--- config.mk ---
export PLATFORM = sky130hd
export DESIGN_NAME = sssl_top
export DESIGN_NICKNAME = d
export VERILOG_FILES = /design/src/hw/sssl_pkg.sv /design/src/hw/sssl_top.sv
export SDC_FILE = /design/constraint.sdc
export NUM_CORES = 1
export LEC_CHECK = 0
export CAP_MARGIN = 20
export CORE_MARGIN = 4
export CORE_UTILIZATION = 55
export CTS_CLUSTER_SIZE = 30
export DETAILED_ROUTE_END_ITERATION = 16
export DONT_BUFFER_PORTS = 1
export PLACE_DENSITY_LB_ADDON = 0.05
export SYNTH_ARGS = -nofsm -noshare
export SYNTH_HDL_FRONTEND = slang
export SYNTH_SLANG_ARGS = --single-unit
--- constraint.sdc ---
create_clock -name i_mclk -period 2.29 [get_ports i_mclk]
set_input_delay 0.1145 -clock i_mclk [delete_from_list [all_inputs] [get_ports i_mclk]]
set_output_delay 0.1145 -clock i_mclk [all_outputs]
set_load 0.01 [all_outputs]
--- src/hw/sssl_pkg.sv ---
// package: constants, types and register map of the safety state logic
package sssl_pkg;

   // clock and timing
   localparam int unsigned CLK_HZ        = 40_000_000;
   localparam int unsigned CYC_PER_MS    = CLK_HZ / 1000;
   localparam int unsigned READY_FAST_MS = 2000;
   localparam int unsigned READY_SLOW_MS = 8000;
   localparam int unsigned DEBOUNCE_MS   = 20;
   localparam int unsigned FB_SETTLE_MS  = 20;
   localparam int unsigned BLINK_HALF_MS = 500;
   localparam int unsigned READY_FAST_CYC = READY_FAST_MS * CYC_PER_MS;
   localparam int unsigned READY_SLOW_CYC = READY_SLOW_MS * CYC_PER_MS;
   localparam int unsigned DEBOUNCE_CYC   = DEBOUNCE_MS * CYC_PER_MS;
   localparam int unsigned FB_SETTLE_CYC  = FB_SETTLE_MS * CYC_PER_MS;
   localparam int unsigned BLINK_HALF_CYC = BLINK_HALF_MS * CYC_PER_MS;

   // register byte offsets
   localparam logic [7:0] REG_CTRL   = 8'h00;
   localparam logic [7:0] REG_STATUS = 8'h04;
   localparam logic [7:0] REG_SERIAL = 8'h08;

   // control register fields and reset value
   localparam int unsigned CTRL_TRIP_BIT  = 0;
   localparam int unsigned CTRL_LATCH_BIT = 1;
   localparam int unsigned CTRL_CLEAR_BIT = 2;
   localparam logic [1:0]  CTRL_RESET     = 2'h0;

   // serial register fields
   localparam int unsigned SER_VALID_BIT = 8;
   localparam int unsigned SER_BUSY_BIT  = 9;

   // ahb transfer type bit that marks an active transfer
   localparam int unsigned HTRANS_ACTIVE_BIT = 1;

   // operating states
   typedef enum logic [1:0]
   {
      ST_SELFTEST = 2'b00,
      ST_NORMAL   = 2'b01,
      ST_PROG     = 2'b10,
      ST_FACTORY  = 2'b11
   } sssl_state_type;

   // status register layout
   typedef struct packed
   {
      logic [18:0]    rsvd;
      logic [1:0]     relay_fb;
      logic           relay_closed;
      logic           trip_latched;
      logic           err_fault;
      logic           err_feedback;
      logic           ready;
      logic           selftest_msg;
      sssl_state_type state;
      logic [2:0]     sliders;
   } sssl_status_type;

endpackage

--- src/hw/sssl_top.sv ---
// safety relay, mode slider and status led control with an ahb-lite register file
//
// Design decisions made here: the address map and the AHB-Lite register port.
`timescale 1ns/1ps
module sssl_top
   import sssl_pkg::*;
#(
   parameter int unsigned READY_FAST = READY_FAST_CYC,
   parameter int unsigned READY_SLOW = READY_SLOW_CYC,
   parameter int unsigned DEBOUNCE   = DEBOUNCE_CYC,
   parameter int unsigned FB_SETTLE  = FB_SETTLE_CYC,
   parameter int unsigned BLINK_HALF = BLINK_HALF_CYC
)
(
   input  wire logic        i_mclk,
   input  wire logic        i_nrst,
   input  wire logic        i_hsel,
   input  wire logic [31:0] i_haddr,
   input  wire logic [1:0]  i_htrans,
   input  wire logic        i_hwrite,
   input  wire logic [2:0]  i_hsize,
   input  wire logic [31:0] i_hwdata,
   input  wire logic        i_hready,
   output logic             o_hreadyout,
   output logic             o_hresp,
   output logic [31:0]      o_hrdata,
   input  wire logic [2:0]  i_mode_switch_bank,
   input  wire logic [1:0]  i_relay_fb,
   input  wire logic        i_fault,
   input  wire logic        i_switch_cond,
   output logic [1:0]       o_relay_drv,
   output logic             o_led_err,
   output logic             o_led_pwr,
   output logic             o_selftest_msg,
   output logic [7:0]       o_ser_tx_data,
   output logic             o_ser_tx_valid,
   input  wire logic        i_ser_tx_ready,
   input  wire logic [7:0]  i_ser_rx_data,
   input  wire logic        i_ser_rx_valid
);

   // elaboration check on the counts; the 32-bit counters bound the longest wait
   if (READY_FAST == 0 || READY_SLOW < READY_FAST || DEBOUNCE == 0
       || FB_SETTLE == 0 || BLINK_HALF == 0)
      $error("sssl_top: bad timing parameter");

   logic [2:0]      slider_meta;
   logic [2:0]      slider_sync;
   logic [2:0]      slider;
   logic [31:0]     deb_cnt;
   logic [1:0]      fb_meta;
   logic [1:0]      fb_sync;
   logic [31:0]     boot_cnt;
   logic            ready;
   sssl_state_type  state;
   sssl_state_type  next_state;
   logic [31:0]     fb_cnt;
   logic            fb_bad;
   logic            err_feedback;
   logic            err_fault;
   logic            error;
   logic            trip_latched;
   logic            trip;
   logic [1:0]      ctrl;
   logic [31:0]     blink_cnt;
   logic            blink;
   logic            ph_valid;
   logic            ph_write;
   logic [7:0]      ph_addr;
   logic            wr_ctrl;
   logic            wr_ser;
   logic            rd_ser;
   logic            addr_ok;
   logic            clr_pulse;
   logic            rx_full;
   logic [7:0]      rx_data;
   sssl_status_type status;
   logic [31:0]     rd_mux;

   // two-flop synchronisers for slider and feedback pins
   always_ff @(posedge i_mclk)
   begin
      if (!i_nrst)
      begin
         slider_meta <= 3'h0;
         slider_sync <= 3'h0;
         fb_meta     <= 2'h0;
         fb_sync     <= 2'h0;
      end
      else
      begin
         slider_meta <= i_mode_switch_bank;
         slider_sync <= slider_meta;
         fb_meta     <= i_relay_fb;
         fb_sync     <= fb_meta;
      end
   end

   // debounce: accept a new slider pattern only after the synced pins differed from the held one for DEBOUNCE cycles in a row
   always_ff @(posedge i_mclk)
   begin
      if (!i_nrst)
      begin
         slider  <= 3'h0;
         deb_cnt <= 32'h0;
      end
      else if (slider_sync == slider)
         deb_cnt <= 32'h0;
      else if (deb_cnt >= DEBOUNCE - 1)
      begin
         slider  <= slider_sync;
         deb_cnt <= 32'h0;
      end
      else
         deb_cnt <= deb_cnt + 32'h1;
   end

   // start-up timer; slider[1] picks the short or the long self-test
   always_ff @(posedge i_mclk)
   begin
      if (!i_nrst)
      begin
         boot_cnt <= 32'h0;
         ready    <= 1'b0;
      end
      else if (!ready)
      begin
         boot_cnt <= boot_cnt + 32'h1;
         if (slider[1] && boot_cnt >= READY_FAST - 1)
            ready <= 1'b1;
         else if (boot_cnt >= READY_SLOW - 1)
            ready <= 1'b1;
      end
   end

   // operating state from the debounced sliders
   always_comb
   begin
      next_state = ST_SELFTEST;
      if (ready)
      begin
         if (slider[0] && slider[2])
            next_state = ST_NORMAL;
         else if (slider[0])
            next_state = ST_PROG;
         else
            next_state = ST_FACTORY;
      end
   end

   always_ff @(posedge i_mclk)
   begin
      if (!i_nrst)
         state <= ST_SELFTEST;
      else
         state <= next_state;
   end

   // feedback supervision: the opener must read closed while the relay is open
   assign fb_bad = (fb_sync[0] == o_relay_drv[0]) || (fb_sync[1] == o_relay_drv[1]);

   always_ff @(posedge i_mclk)
   begin
      if (!i_nrst)
         fb_cnt <= 32'h0;
      else if (!fb_bad)
         fb_cnt <= 32'h0;
      else if (fb_cnt < FB_SETTLE)
         fb_cnt <= fb_cnt + 32'h1;
   end

   // sticky errors; a new cause wins over a software clear
   always_ff @(posedge i_mclk)
   begin
      if (!i_nrst)
      begin
         err_feedback <= 1'b0;
         err_fault    <= 1'b0;
      end
      else
      begin
         if (fb_cnt >= FB_SETTLE)
            err_feedback <= 1'b1;
         else if (clr_pulse)
            err_feedback <= 1'b0;
         if (i_fault)
            err_fault <= 1'b1;
         else if (clr_pulse)
            err_fault <= 1'b0;
      end
   end

   assign error = err_feedback || err_fault || fb_cnt >= FB_SETTLE || i_fault;

   // optional lock of the switching condition, released by clear
   always_ff @(posedge i_mclk)
   begin
      if (!i_nrst)
         trip_latched <= 1'b0;
      else if (ctrl[CTRL_LATCH_BIT] && i_switch_cond)
         trip_latched <= 1'b1;
      else if (clr_pulse || !ctrl[CTRL_LATCH_BIT])
         trip_latched <= 1'b0;
   end

   assign trip = i_switch_cond || trip_latched || ctrl[CTRL_TRIP_BIT];

   // relay drive: both coils together, open is the safe default
   always_ff @(posedge i_mclk)
   begin
      if (!i_nrst)
         o_relay_drv <= 2'h0;
      else if (next_state == ST_NORMAL && !error && !trip)
         o_relay_drv <= 2'h3;
      else
         o_relay_drv <= 2'h0;
   end

   // slow flash timebase
   always_ff @(posedge i_mclk)
   begin
      if (!i_nrst)
      begin
         blink_cnt <= 32'h0;
         blink     <= 1'b0;
      end
      else if (blink_cnt >= BLINK_HALF - 1)
      begin
         blink_cnt <= 32'h0;
         blink     <= ~blink;
      end
      else
         blink_cnt <= blink_cnt + 32'h1;
   end

   // status leds and self-test message
   always_ff @(posedge i_mclk)
   begin
      if (!i_nrst)
      begin
         o_led_err      <= 1'b1;
         o_led_pwr      <= 1'b0;
         o_selftest_msg <= 1'b0;
      end
      else
      begin
         o_led_pwr      <= 1'b1;
         o_selftest_msg <= !ready && !slider[1];
         if (error || state == ST_SELFTEST)
            o_led_err <= 1'b1;
         else if (state == ST_NORMAL)
            o_led_err <= 1'b0;
         else
            o_led_err <= blink;
      end
   end

   // ahb-lite address phase capture; zero wait states, always okay
   always_ff @(posedge i_mclk)
   begin
      if (!i_nrst)
      begin
         ph_valid    <= 1'b0;
         ph_write    <= 1'b0;
         ph_addr     <= 8'h0;
         o_hreadyout <= 1'b1;
         o_hresp     <= 1'b0;
      end
      else if (i_hready)
      begin
         ph_valid <= i_hsel && i_htrans[HTRANS_ACTIVE_BIT] && addr_ok;  // no alias above 0xff
         ph_write <= i_hwrite;
         ph_addr  <= i_haddr[7:0];
      end
   end

   assign addr_ok   = i_haddr[31:8] == 24'h0;
   assign wr_ctrl   = ph_valid && ph_write && ph_addr == REG_CTRL;
   assign wr_ser    = ph_valid && ph_write && ph_addr == REG_SERIAL;
   assign clr_pulse = wr_ctrl && i_hwdata[CTRL_CLEAR_BIT];
   assign rd_ser    = i_hready && i_hsel && i_htrans[HTRANS_ACTIVE_BIT] && !i_hwrite
                      && addr_ok && i_haddr[7:0] == REG_SERIAL;

   // control register
   always_ff @(posedge i_mclk)
   begin
      if (!i_nrst)
         ctrl <= CTRL_RESET;
      else if (wr_ctrl)
         ctrl <= {i_hwdata[CTRL_LATCH_BIT], i_hwdata[CTRL_TRIP_BIT]};
   end

   // serial channel to the usb bridge
   always_ff @(posedge i_mclk)
   begin
      if (!i_nrst)
      begin
         o_ser_tx_data  <= 8'h0;
         o_ser_tx_valid <= 1'b0;
      end
      else if (wr_ser && !o_ser_tx_valid)
      begin
         o_ser_tx_data  <= i_hwdata[7:0];
         o_ser_tx_valid <= 1'b1;
      end
      else if (i_ser_tx_ready)
         o_ser_tx_valid <= 1'b0;
   end

   // received byte holding; arrival wins over the clearing read
   always_ff @(posedge i_mclk)
   begin
      if (!i_nrst)
      begin
         rx_full <= 1'b0;
         rx_data <= 8'h0;
      end
      else if (i_ser_rx_valid)
      begin
         rx_full <= 1'b1;
         rx_data <= i_ser_rx_data;
      end
      else if (rd_ser)
         rx_full <= 1'b0;
   end

   // read mux, loaded at the end of the address phase
   always_comb
   begin
      status              = '0;
      status.relay_fb     = fb_sync;
      status.relay_closed = o_relay_drv[0];
      status.trip_latched = trip_latched;
      status.err_fault    = err_fault;
      status.err_feedback = err_feedback;
      status.ready        = ready;
      status.selftest_msg = o_selftest_msg;
      status.state        = state;
      status.sliders      = slider;
      rd_mux              = 32'h0;
      if (addr_ok)
      begin
         unique case (i_haddr[7:0])
            REG_CTRL:   rd_mux = {30'h0, ctrl};
            REG_STATUS: rd_mux = status;
            REG_SERIAL: rd_mux = {22'h0, o_ser_tx_valid, rx_full, rx_data};
            default:    rd_mux = 32'h0;
         endcase
      end
   end

   always_ff @(posedge i_mclk)
   begin
      if (!i_nrst)
         o_hrdata <= 32'h0;
      else if (i_hready && i_hsel && !i_hwrite)
         o_hrdata <= rd_mux;
   end
endmodule

Word level (Yosys, flattened, before mapping)
Index checks and enable logic that the tools add are counted.
{"block": "word_totals", "out_inout_bits": 48, "reg_bits": 215, "wordCells": 117, "in_bits": 91}
{"block": "op_classes", "n_reduce_logical": 48, "n_bitwise": 3, "add_sub_neg": 4, "order_cmp": 6, "mux": 20, "eq_ne": 8}
{"operator": "32-bit by 1-bit adder with 32-bit output (second input constant)", "n": 4}
{"operator": "32-bit by 20-bit greater-or-equal comparator with 1-bit output (second input constant)", "n": 2}
{"operator": "13-bit case mux with 3 select lines", "n": 1}
{"operator": "32-bit by 25-bit greater-or-equal comparator with 1-bit output (second input constant)", "n": 1}
{"operator": "32-bit by 27-bit greater-or-equal comparator with 1-bit output (second input constant)", "n": 1}
{"operator": "32-bit by 29-bit greater-or-equal comparator with 1-bit output (second input constant)", "n": 1}
{"operator": "32-bit by 20-bit < comparator with 1-bit output (second input constant)", "n": 1}
{"operator": "24-bit logical NOT", "n": 1}
{"operator": "1-bit logical AND", "n": 19}
{"operator": "8-bit by 4-bit == test with 1-bit output (second input constant)", "n": 2}
{"operator": "8-bit logical NOT", "n": 2}
{"operator": "1-bit 2-to-1 mux", "n": 15}
{"operator": "13-bit 2-to-1 mux", "n": 1}
{"operator": "2-bit nonzero test", "n": 5}
{"operator": "8-bit by 3-bit == test with 1-bit output (second input constant)", "n": 1}
{"operator": "1-bit logical OR", "n": 8}
{"operator": "1-bit logical NOT", "n": 7}
{"operator": "2-bit 2-to-1 mux", "n": 3}
{"operator": "2-bit by 1-bit == test with 1-bit output (second input constant)", "n": 2}
{"operator": "2-bit AND reduction", "n": 2}
{"operator": "2-bit OR reduction", "n": 2}
{"operator": "3-bit == test", "n": 1}
{"operator": "1-bit inverter", "n": 3}
{"operator": "3-bit OR reduction", "n": 1}
{"operator": "2 further kinds", "n": 3}

Logic depth before layout (Yosys ltp)
Gate-level depths: netlist (run 1).
{"block": "depth", "ltp_word": 7, "ltp_mapped": 7, "ltp_nobuf": 6}

Worst setup path before layout (run 1)
Ideal clock, no wire load.
{"block": "synth_path", "path_type": "reg2reg", "from": "reg boot_cnt[18]", "to": "reg boot_cnt[25]", "arrival_ns": 1.711, "period_less_slack_ns": 1.825, "t_required_ns": 2.175, "path_stages_with_launch": 8, "slack_ns": 0.465, "setup_ns": 0.115, "cell_sequence": "dfxtp_1 > buf_2 > nand4_2 > or4_4 > buf_6 > nor4_2 > xor2_1 > and2_1"}
{"block": "synth_between", "elab_chain_cells": 1}
{"element": "from (decl)", "line": "sssl_top.sv:53", "text": "logic [31:0] boot_cnt;"}
{"element": "from (signal assigned)", "line": "sssl_top.sv:128", "text": "boot_cnt <= boot_cnt + 32'h1;"}
{"element": "32-bit by 1-bit adder with 32-bit output", "line": "sssl_top.sv:128"}
No other way between the ends.
A chain may end at the register's enable or synchronous reset.

Final worst setup path (run 1)
{"block": "layout_path", "from": "reg ph_addr[4]", "to": "reg o_ser_tx_data[7]"}
{"block": "layout_between", "elab_chain_cells": 3}
{"element": "from (decl)", "line": "sssl_top.sv:69", "text": "logic [7:0] ph_addr;"}
{"element": "from (signal assigned)", "line": "sssl_top.sv:273", "text": "ph_addr <= i_haddr[7:0];"}
{"element": "8-bit by 4-bit == test with 1-bit output", "line": "sssl_top.sv:279", "text": "assign wr_ser = ph_valid && ph_write && ph_addr == REG_SERIAL;"}
{"element": "1-bit logical AND", "line": "sssl_top.sv:279"}
{"element": "1-bit logical AND", "line": "sssl_top.sv:301", "text": "else if (wr_ser && !o_ser_tx_valid)"}
{"element": "to (signal assigned)", "line": "sssl_top.sv:303", "text": "o_ser_tx_data <= i_hwdata[7:0];"}
{"element": "to (decl)", "line": "sssl_top.sv:35", "text": "output logic [7:0] o_ser_tx_data,"}
No other way between the ends.

==> metrics.cfg, run 1 <==
[yosys]
syn-cell-area_sq_um=8330
synth_edf_count=0
yosys.cell_types.count=67
synth_cells=880
yosys.area.top_type=dfxtp_1
synth_top_area_frac=0.468
avgSynthCellArea_sq_um=9.47
yosys_register_bits=195
async_flop_share=0
synth_flop_cell=dfxtp_1
yosysSeqAreaShare=0.468
synth_area_leaders=dfxtp_1 47%, xor2_1 4.6%, mux2i_1 4.3%
yosys_warnings=0

[worst_hold_path]
worstHoldPathCells=3
hp-class=primary input to register
hold-path-endpoint=o_hrdata[0]
worstHoldStart=i_haddr[2]

[cts]
cts_sinks=195
clk_pin_slew_ns=0.07
cts_buffer_depth=2
cts_tree=built
insertion_delay_ns=0.43
cts_root_buf=clkbuf_16
cts_buffers=17
postCtsSetupBuffers=0
cts-htree-levels=4
post_cts_resized=0
hold_buffers=47

[detailed_routing]
wl_um=17600
wl_per_cell_um=15.5
first_pass_iters=5
drcViolationCount=0
viasPerCell=5.54
drt-initial-drc-count=465
num_vias=6298
ant_nets=0

[floorplanning]
num_rows=44
io_pins=139
die_y_um=131
die_area_sq_um=17200
initial_core_util=0.567
core_area_sq_um=14700
die_x_um=131

[timing]
finalHoldViolCount=0
rsz0062_at_grt=false
fin_tns_setup_ns=0
fin_skew_ns=0.00886
min_period_over_period=0.909
post-route-worst-setup-slack_ns=0.209
max_clock_freq_mhz=480
post-route-min-period_ns=2.08
relSlewSlack=0.500
worstMarginPinSlew_ns=0.744
setup_viol=0
finalMaxSlewViolations=0

[place]
dp_slack_ns=0.256
dp.cells=1057
gp_congestion=0.895
io_buffers=0
dp_hpwl_um=11600

[global_route]
busiest_layer=met2
antenna_found_initial=0
grt.overflow.total=0
grt_use_met1=0.257
grt_max_degree=103
use_met3=0.0497
gr-usage-met2=0.342
grt_pass1_wl_um=29000
grt_util_all_layers=0.203
grt_pass1_vias=5871

[critical_path]
crit_required_ns=2.60
r2r-end=o_ser_tx_data[7]
ff2ff_path_depth=5
slowest_delay_ns=0.80
worstSetupEndpointType=register
worstPathCellList=nor4_1 > nand3_1 > or4b_1 > mux2i_1 > nor2b_1
slowest_stage=or4b_1
arrival_ns=2.39
crit_type=register to register
worstReg2RegStart=ph_addr[4]
ff2ff_setup_slack_ns=0.21
cp-start-kind=register
critPathMaxFanout=9

[cells_and_area]
diodes=0
final_common_cell=dfxtp_1
final_cell_mix=195 x dfxtp_1, 71 x nor2_1, 62 x nand2_1
area_delta_synth_final_pct=15.1
nNetsFinal=1035
final.fill_count=1169
drive_gt1_frac=0.0725
final_cells=1136

[pwr]
leakagePower_nw=3.63
peakVddDrop_v=0.000851
power_density_nw_per_um2=713

[run_status]
outcome=completed

[run]
drv_cap=0

where the power goes:
part / switching, mW / internal (mW)
sequential: 0.0370 / 3.45
combinational: 0.117 / 0.129
clock: 1.21 / 1.89
synth_stat cells (3+ instances only):
library cell and instances:
nand3_1 37, xnor2_1 35, a2111oi_0 3, o21ai_0 15, inv_1 11, a32oi_1 8
a211oi_1 4, dfxtp_1 195, and4_1 6, or4_1 3, and2_1 52, buf_2 9
nor2_1 71, a21boi_0 4, a31o_2 4, nor2b_1 40, nor4_2 6, mux2i_1 36
a21boi_1 8, nor3_1 17, ha_1 5, a21oi_1 18, a22oi_1 5, nand4_1 23
buf_4 24, nand2b_1 5, nor4_1 28, nand2_1 62, nand3b_1 3, xor2_1 44
o211ai_1 3, nand4b_1 4, clkbuf_1 24, and3_1 15, or3_1 10
per-layer routing:
| metal | vias to the layer above | wire length, um |
|---|---|---|
| li1 | 3143 | - |
| met1 | 3003 | 7810 |
| met2 | 125 | 8810 |
| met3 | 27 | 705 |
| met4 | 0 | 315 |
| met5 | - | 0 |
per-stage QoR:
stage | instance area, sq um | total power, mW | util | hold WS (ns)
after floorplan | 8480 | 3.72 | - | 0.142
after global placement | 8480 | 3.70 | 0.577 | 0.147
after detailed placement | 8480 | 3.70 | 0.577 | 0.146
after CTS | 9590 | 6.89 | 0.653 | 0.00547
after global routing | 9590 | 7.09 | 0.653 | 0.0250
final | 9590 | 6.84 | 0.653 | 0.0251
cells by family (layout without fill, tap and decap cells):
logic type | count (synthesis) | after routing | synth area share
compound gates | 92 | 92 | 0.0791
xor+xnor | 79 | 79 | 0.0830
fa+ha+maj | 5 | 5 | 0.00751
buf+inv | 70 | 104 | 0.0446
flops | 195 | 195 | 0.468
mux | 36 | 36 | 0.0432
other cells | 2 | 40 | 0.000901
simple gates | 401 | 401 | 0.273
cell type report:
class | instances | area [sq um] | area share
flip-flops and latches | 195 | 3900 | 0.407
well taps | 184 | 230 | 0.0240
inverters | 11 | 41.3 | 0.00430
repair buffers | 61 | 593 | 0.0618
multi-input cells | 653 | 4200 | 0.438
clock inverters | 8 | 150 | 0.0157
clock buffers | 24 | 472 | 0.0492
critical path: cells and delay by family (launching register included):
family / cells / cell delay [ns]
muxes: 1 / 0.29
and+or+nand+nor: 4 / 1.35
DFF: 1 / 0.32
registers in the layout (all words and copies together) (netlist names), 8 cells and up:
register,flops
boot_cnt,32
o_ser_tx_data,8
fb_cnt,32
rx_data,8
deb_cnt,32
blink_cnt,32
ph_addr,8
o_hrdata,13
how the worst max path moves through the flow:
stage / startpoint / end / slack, ns / cells past startpoint
global placement: fb_cnt[20] / fb_cnt[10] / 0.29 / 5
detailed placement: fb_cnt[20] / fb_cnt[10] / 0.26 / 5
CTS: fb_cnt[27] / fb_cnt[10] / 0.24 / 5
floorplan: boot_cnt[18] / boot_cnt[25] / 0.46 / 7
global route: ph_addr[4] / o_ser_tx_data[7] / 0.07 / 5
finish: ph_addr[4] / o_ser_tx_data[7] / 0.21 / 5
Note: power is estimated with default switching activity, not from simulation.
==> run 2, diff against run 1 <==
--- a/config.mk
+++ b/config.mk
@@ -12,6 +12,7 @@
 export DETAILED_ROUTE_END_ITERATION = 16
 export DONT_BUFFER_PORTS = 1
 export PLACE_DENSITY_LB_ADDON = 0.05
+export REMOVE_ABC_BUFFERS = 1
 export SYNTH_ARGS = -nofsm -noshare
 export SYNTH_HDL_FRONTEND = slang
 export SYNTH_SLANG_ARGS = --single-unit
==> run 2 against run 1 <==
Net effect: core utilization shrank 0.28 points; sequential power is essentially flat; sequential share of layout area grew 0.18 points; combinational power is essentially flat; sequential cell count is the same; hold slack gained 0.021 ns; largest cell class unchanged.
==> metrics.cfg, run 2 (synthesis gave the netlist of run 1 again) <==
[global_route]
grt_max_degree=104  ; +0.97%
antenna_found_initial=0  ; unchanged
grt_pass1_vias=6275  ; +6.9%
grt_pass1_wl_um=30100  ; +3.7%
grt_util_all_layers=0.209  ; +0.00626
grt.overflow.total=0  ; unchanged

[critical_path]
r2r-end=fb_cnt[10]
ff2ff_path_depth=5  ; unchanged
critPathMaxFanout=10  ; +1
ff2ff_setup_slack_ns=0.23  ; +0.02 ns
worstReg2RegStart=fb_cnt[27]
crit_start=fb_cnt[27]
cp-start-kind=register
crit_type=register to register
crit_end=fb_cnt[10]
crit_required_ns=2.63  ; +0.03 ns
worstSetupEndpointType=register
arrival_ns=2.41  ; +0.02 ns

[timing]
fin_skew_ns=0.00661  ; -0.00225 ns
post-route-min-period_ns=2.06  ; -0.0171 ns
rsz0062_at_grt=false
post-route-worst-setup-slack_ns=0.226  ; +0.0171 ns
min_period_over_period=0.901  ; -0.00747
max_clock_freq_mhz=484  ; +0.83%
fin_tns_setup_ns=0  ; unchanged
relSlewSlack=0.526  ; +0.0264
worstMarginPinSlew_ns=0.705  ; -0.0393 ns
setup_viol=0  ; unchanged
finalHoldViolCount=0  ; unchanged
finalMaxSlewViolations=0  ; unchanged

[cts]
insertion_delay_ns=0.42  ; about the same
clk_pin_slew_ns=0.07  ; about the same
cts_root_buf=clkbuf_16
cts_buffers=17  ; unchanged
cts_tree=built
post_cts_resized=0  ; unchanged
cts_buffer_depth=2  ; unchanged
cts-htree-levels=4  ; unchanged
cts_sinks=195  ; unchanged
postCtsSetupBuffers=0  ; unchanged

[worst_hold_path]
hp-class=primary input to register

[detailed_routing]
wl_um=17900  ; +1.7%
ant_nets=0  ; unchanged
wl_per_cell_um=15.8  ; +1.5%
first_pass_iters=5  ; unchanged
num_vias=6363  ; +1.0%
viasPerCell=5.59  ; +0.85%
drcViolationCount=0  ; unchanged
drt-initial-drc-count=308  ; -34%

[place]
dp_slack_ns=0.242  ; -0.0142 ns
dp_hpwl_um=12100  ; +3.9%
io_buffers=0  ; unchanged
gp_congestion=0.864  ; -3.4%

[floorplanning]
die_y_um=131  ; unchanged
core_area_sq_um=14700  ; unchanged
num_rows=44  ; unchanged
io_pins=139  ; unchanged
die_x_um=131  ; unchanged
die_area_sq_um=17200  ; unchanged
initial_core_util=0.567  ; unchanged

[pwr]
leakagePower_nw=3.63  ; -0.26%
power_density_nw_per_um2=685  ; -3.9%
peakVddDrop_v=0.000877  ; +3.1%

[cells_and_area]
final.fill_count=1202  ; +2.8%
final_cell_mix=195 x dfxtp_1, 71 x nor2_1, 62 x nand2_1
drive_gt1_frac=0.0776  ; +0.00509
nNetsFinal=1037  ; +0.19%
diodes=0  ; unchanged
final_common_cell=dfxtp_1
area_delta_synth_final_pct=14.6

[run_status]
outcome=completed

[run]
drv_cap=0  ; unchanged

-- run 2: layer usage --
metal  GRT usage  vias up  share of wire
met5           0        -              0
met4      0.0618        0          0.016
met3      0.0596       20          0.060
met2       0.349      172           0.48
met1       0.266     3035           0.45
li1            -     3136              -
-- run 2: report_power, final --
| group | switching, mW | leakage (nW) | internal (mW) |
|---|---|---|---|
| clock | 1.25 | 0.280 | 1.56 |
| sequential | 0.0354 | 1.59 | 3.45 |
| combinational | 0.116 | 1.76 | 0.131 |
-- run 2: worst max-delay path, cell delays in order, from the launching register on --
cell and delay [ns]:
dfxtp_1 0.31, nor4_1 0.37, nand3_2 0.28, a21o_1 0.34, or4_1 0.53, a21oi_1 0.15
-- run 2: what timing repair did --
item | in CTS | in global routing
endpoints found under the setup margin | 0 | 0
hold endpoints to repair | 101 | 0
hold buffers | 48 | 0
-- run 2: how the worst min path moves through the flow --
stage / end / cells past startpoint / start / slack [ns]
2_1_floorplan: o_led_pwr / 0 / i_nrst / 0.14
3_3_place_gp: o_led_pwr / 0 / i_nrst / 0.15
3_5_place_dp: o_led_pwr / 0 / i_nrst / 0.15
4_1_cts: o_hrdata[1] / 3 / i_haddr[2] / 0.03
5_1_grt: o_hrdata[1] / 3 / i_haddr[2] / 0.04
6_report: o_hrdata[1] / 3 / i_haddr[2] / 0.05
-- run 2: per-stage QoR --
step	power [mW]	instance area (sq um)	hold slack (ns)	util	cells
5_1_grt	6.80	9550	0.0432	0.650	1138
3_3_place_gp	3.69	8490	0.150	0.578	1058
3_5_place_dp	3.70	8490	0.151	0.578	1058
6_report	6.55	9550	0.0462	0.650	1138
2_1_floorplan	3.67	8150	0.142	-	859
4_1_cts	6.62	9550	0.0254	0.650	1138
-- run 2: area by class of cell --
class | count | area [sq um] | share of cell area
Clock buffer | 20 | 457 | 0.0478
Inverter | 11 | 41.3 | 0.00432
Sequential cell | 195 | 3900 | 0.409
Multi-Input combinational cell | 653 | 4200 | 0.440
Clock inverter | 12 | 106 | 0.0111
Tap cell | 184 | 230 | 0.0241
Timing Repair Buffer | 63 | 611 | 0.0639
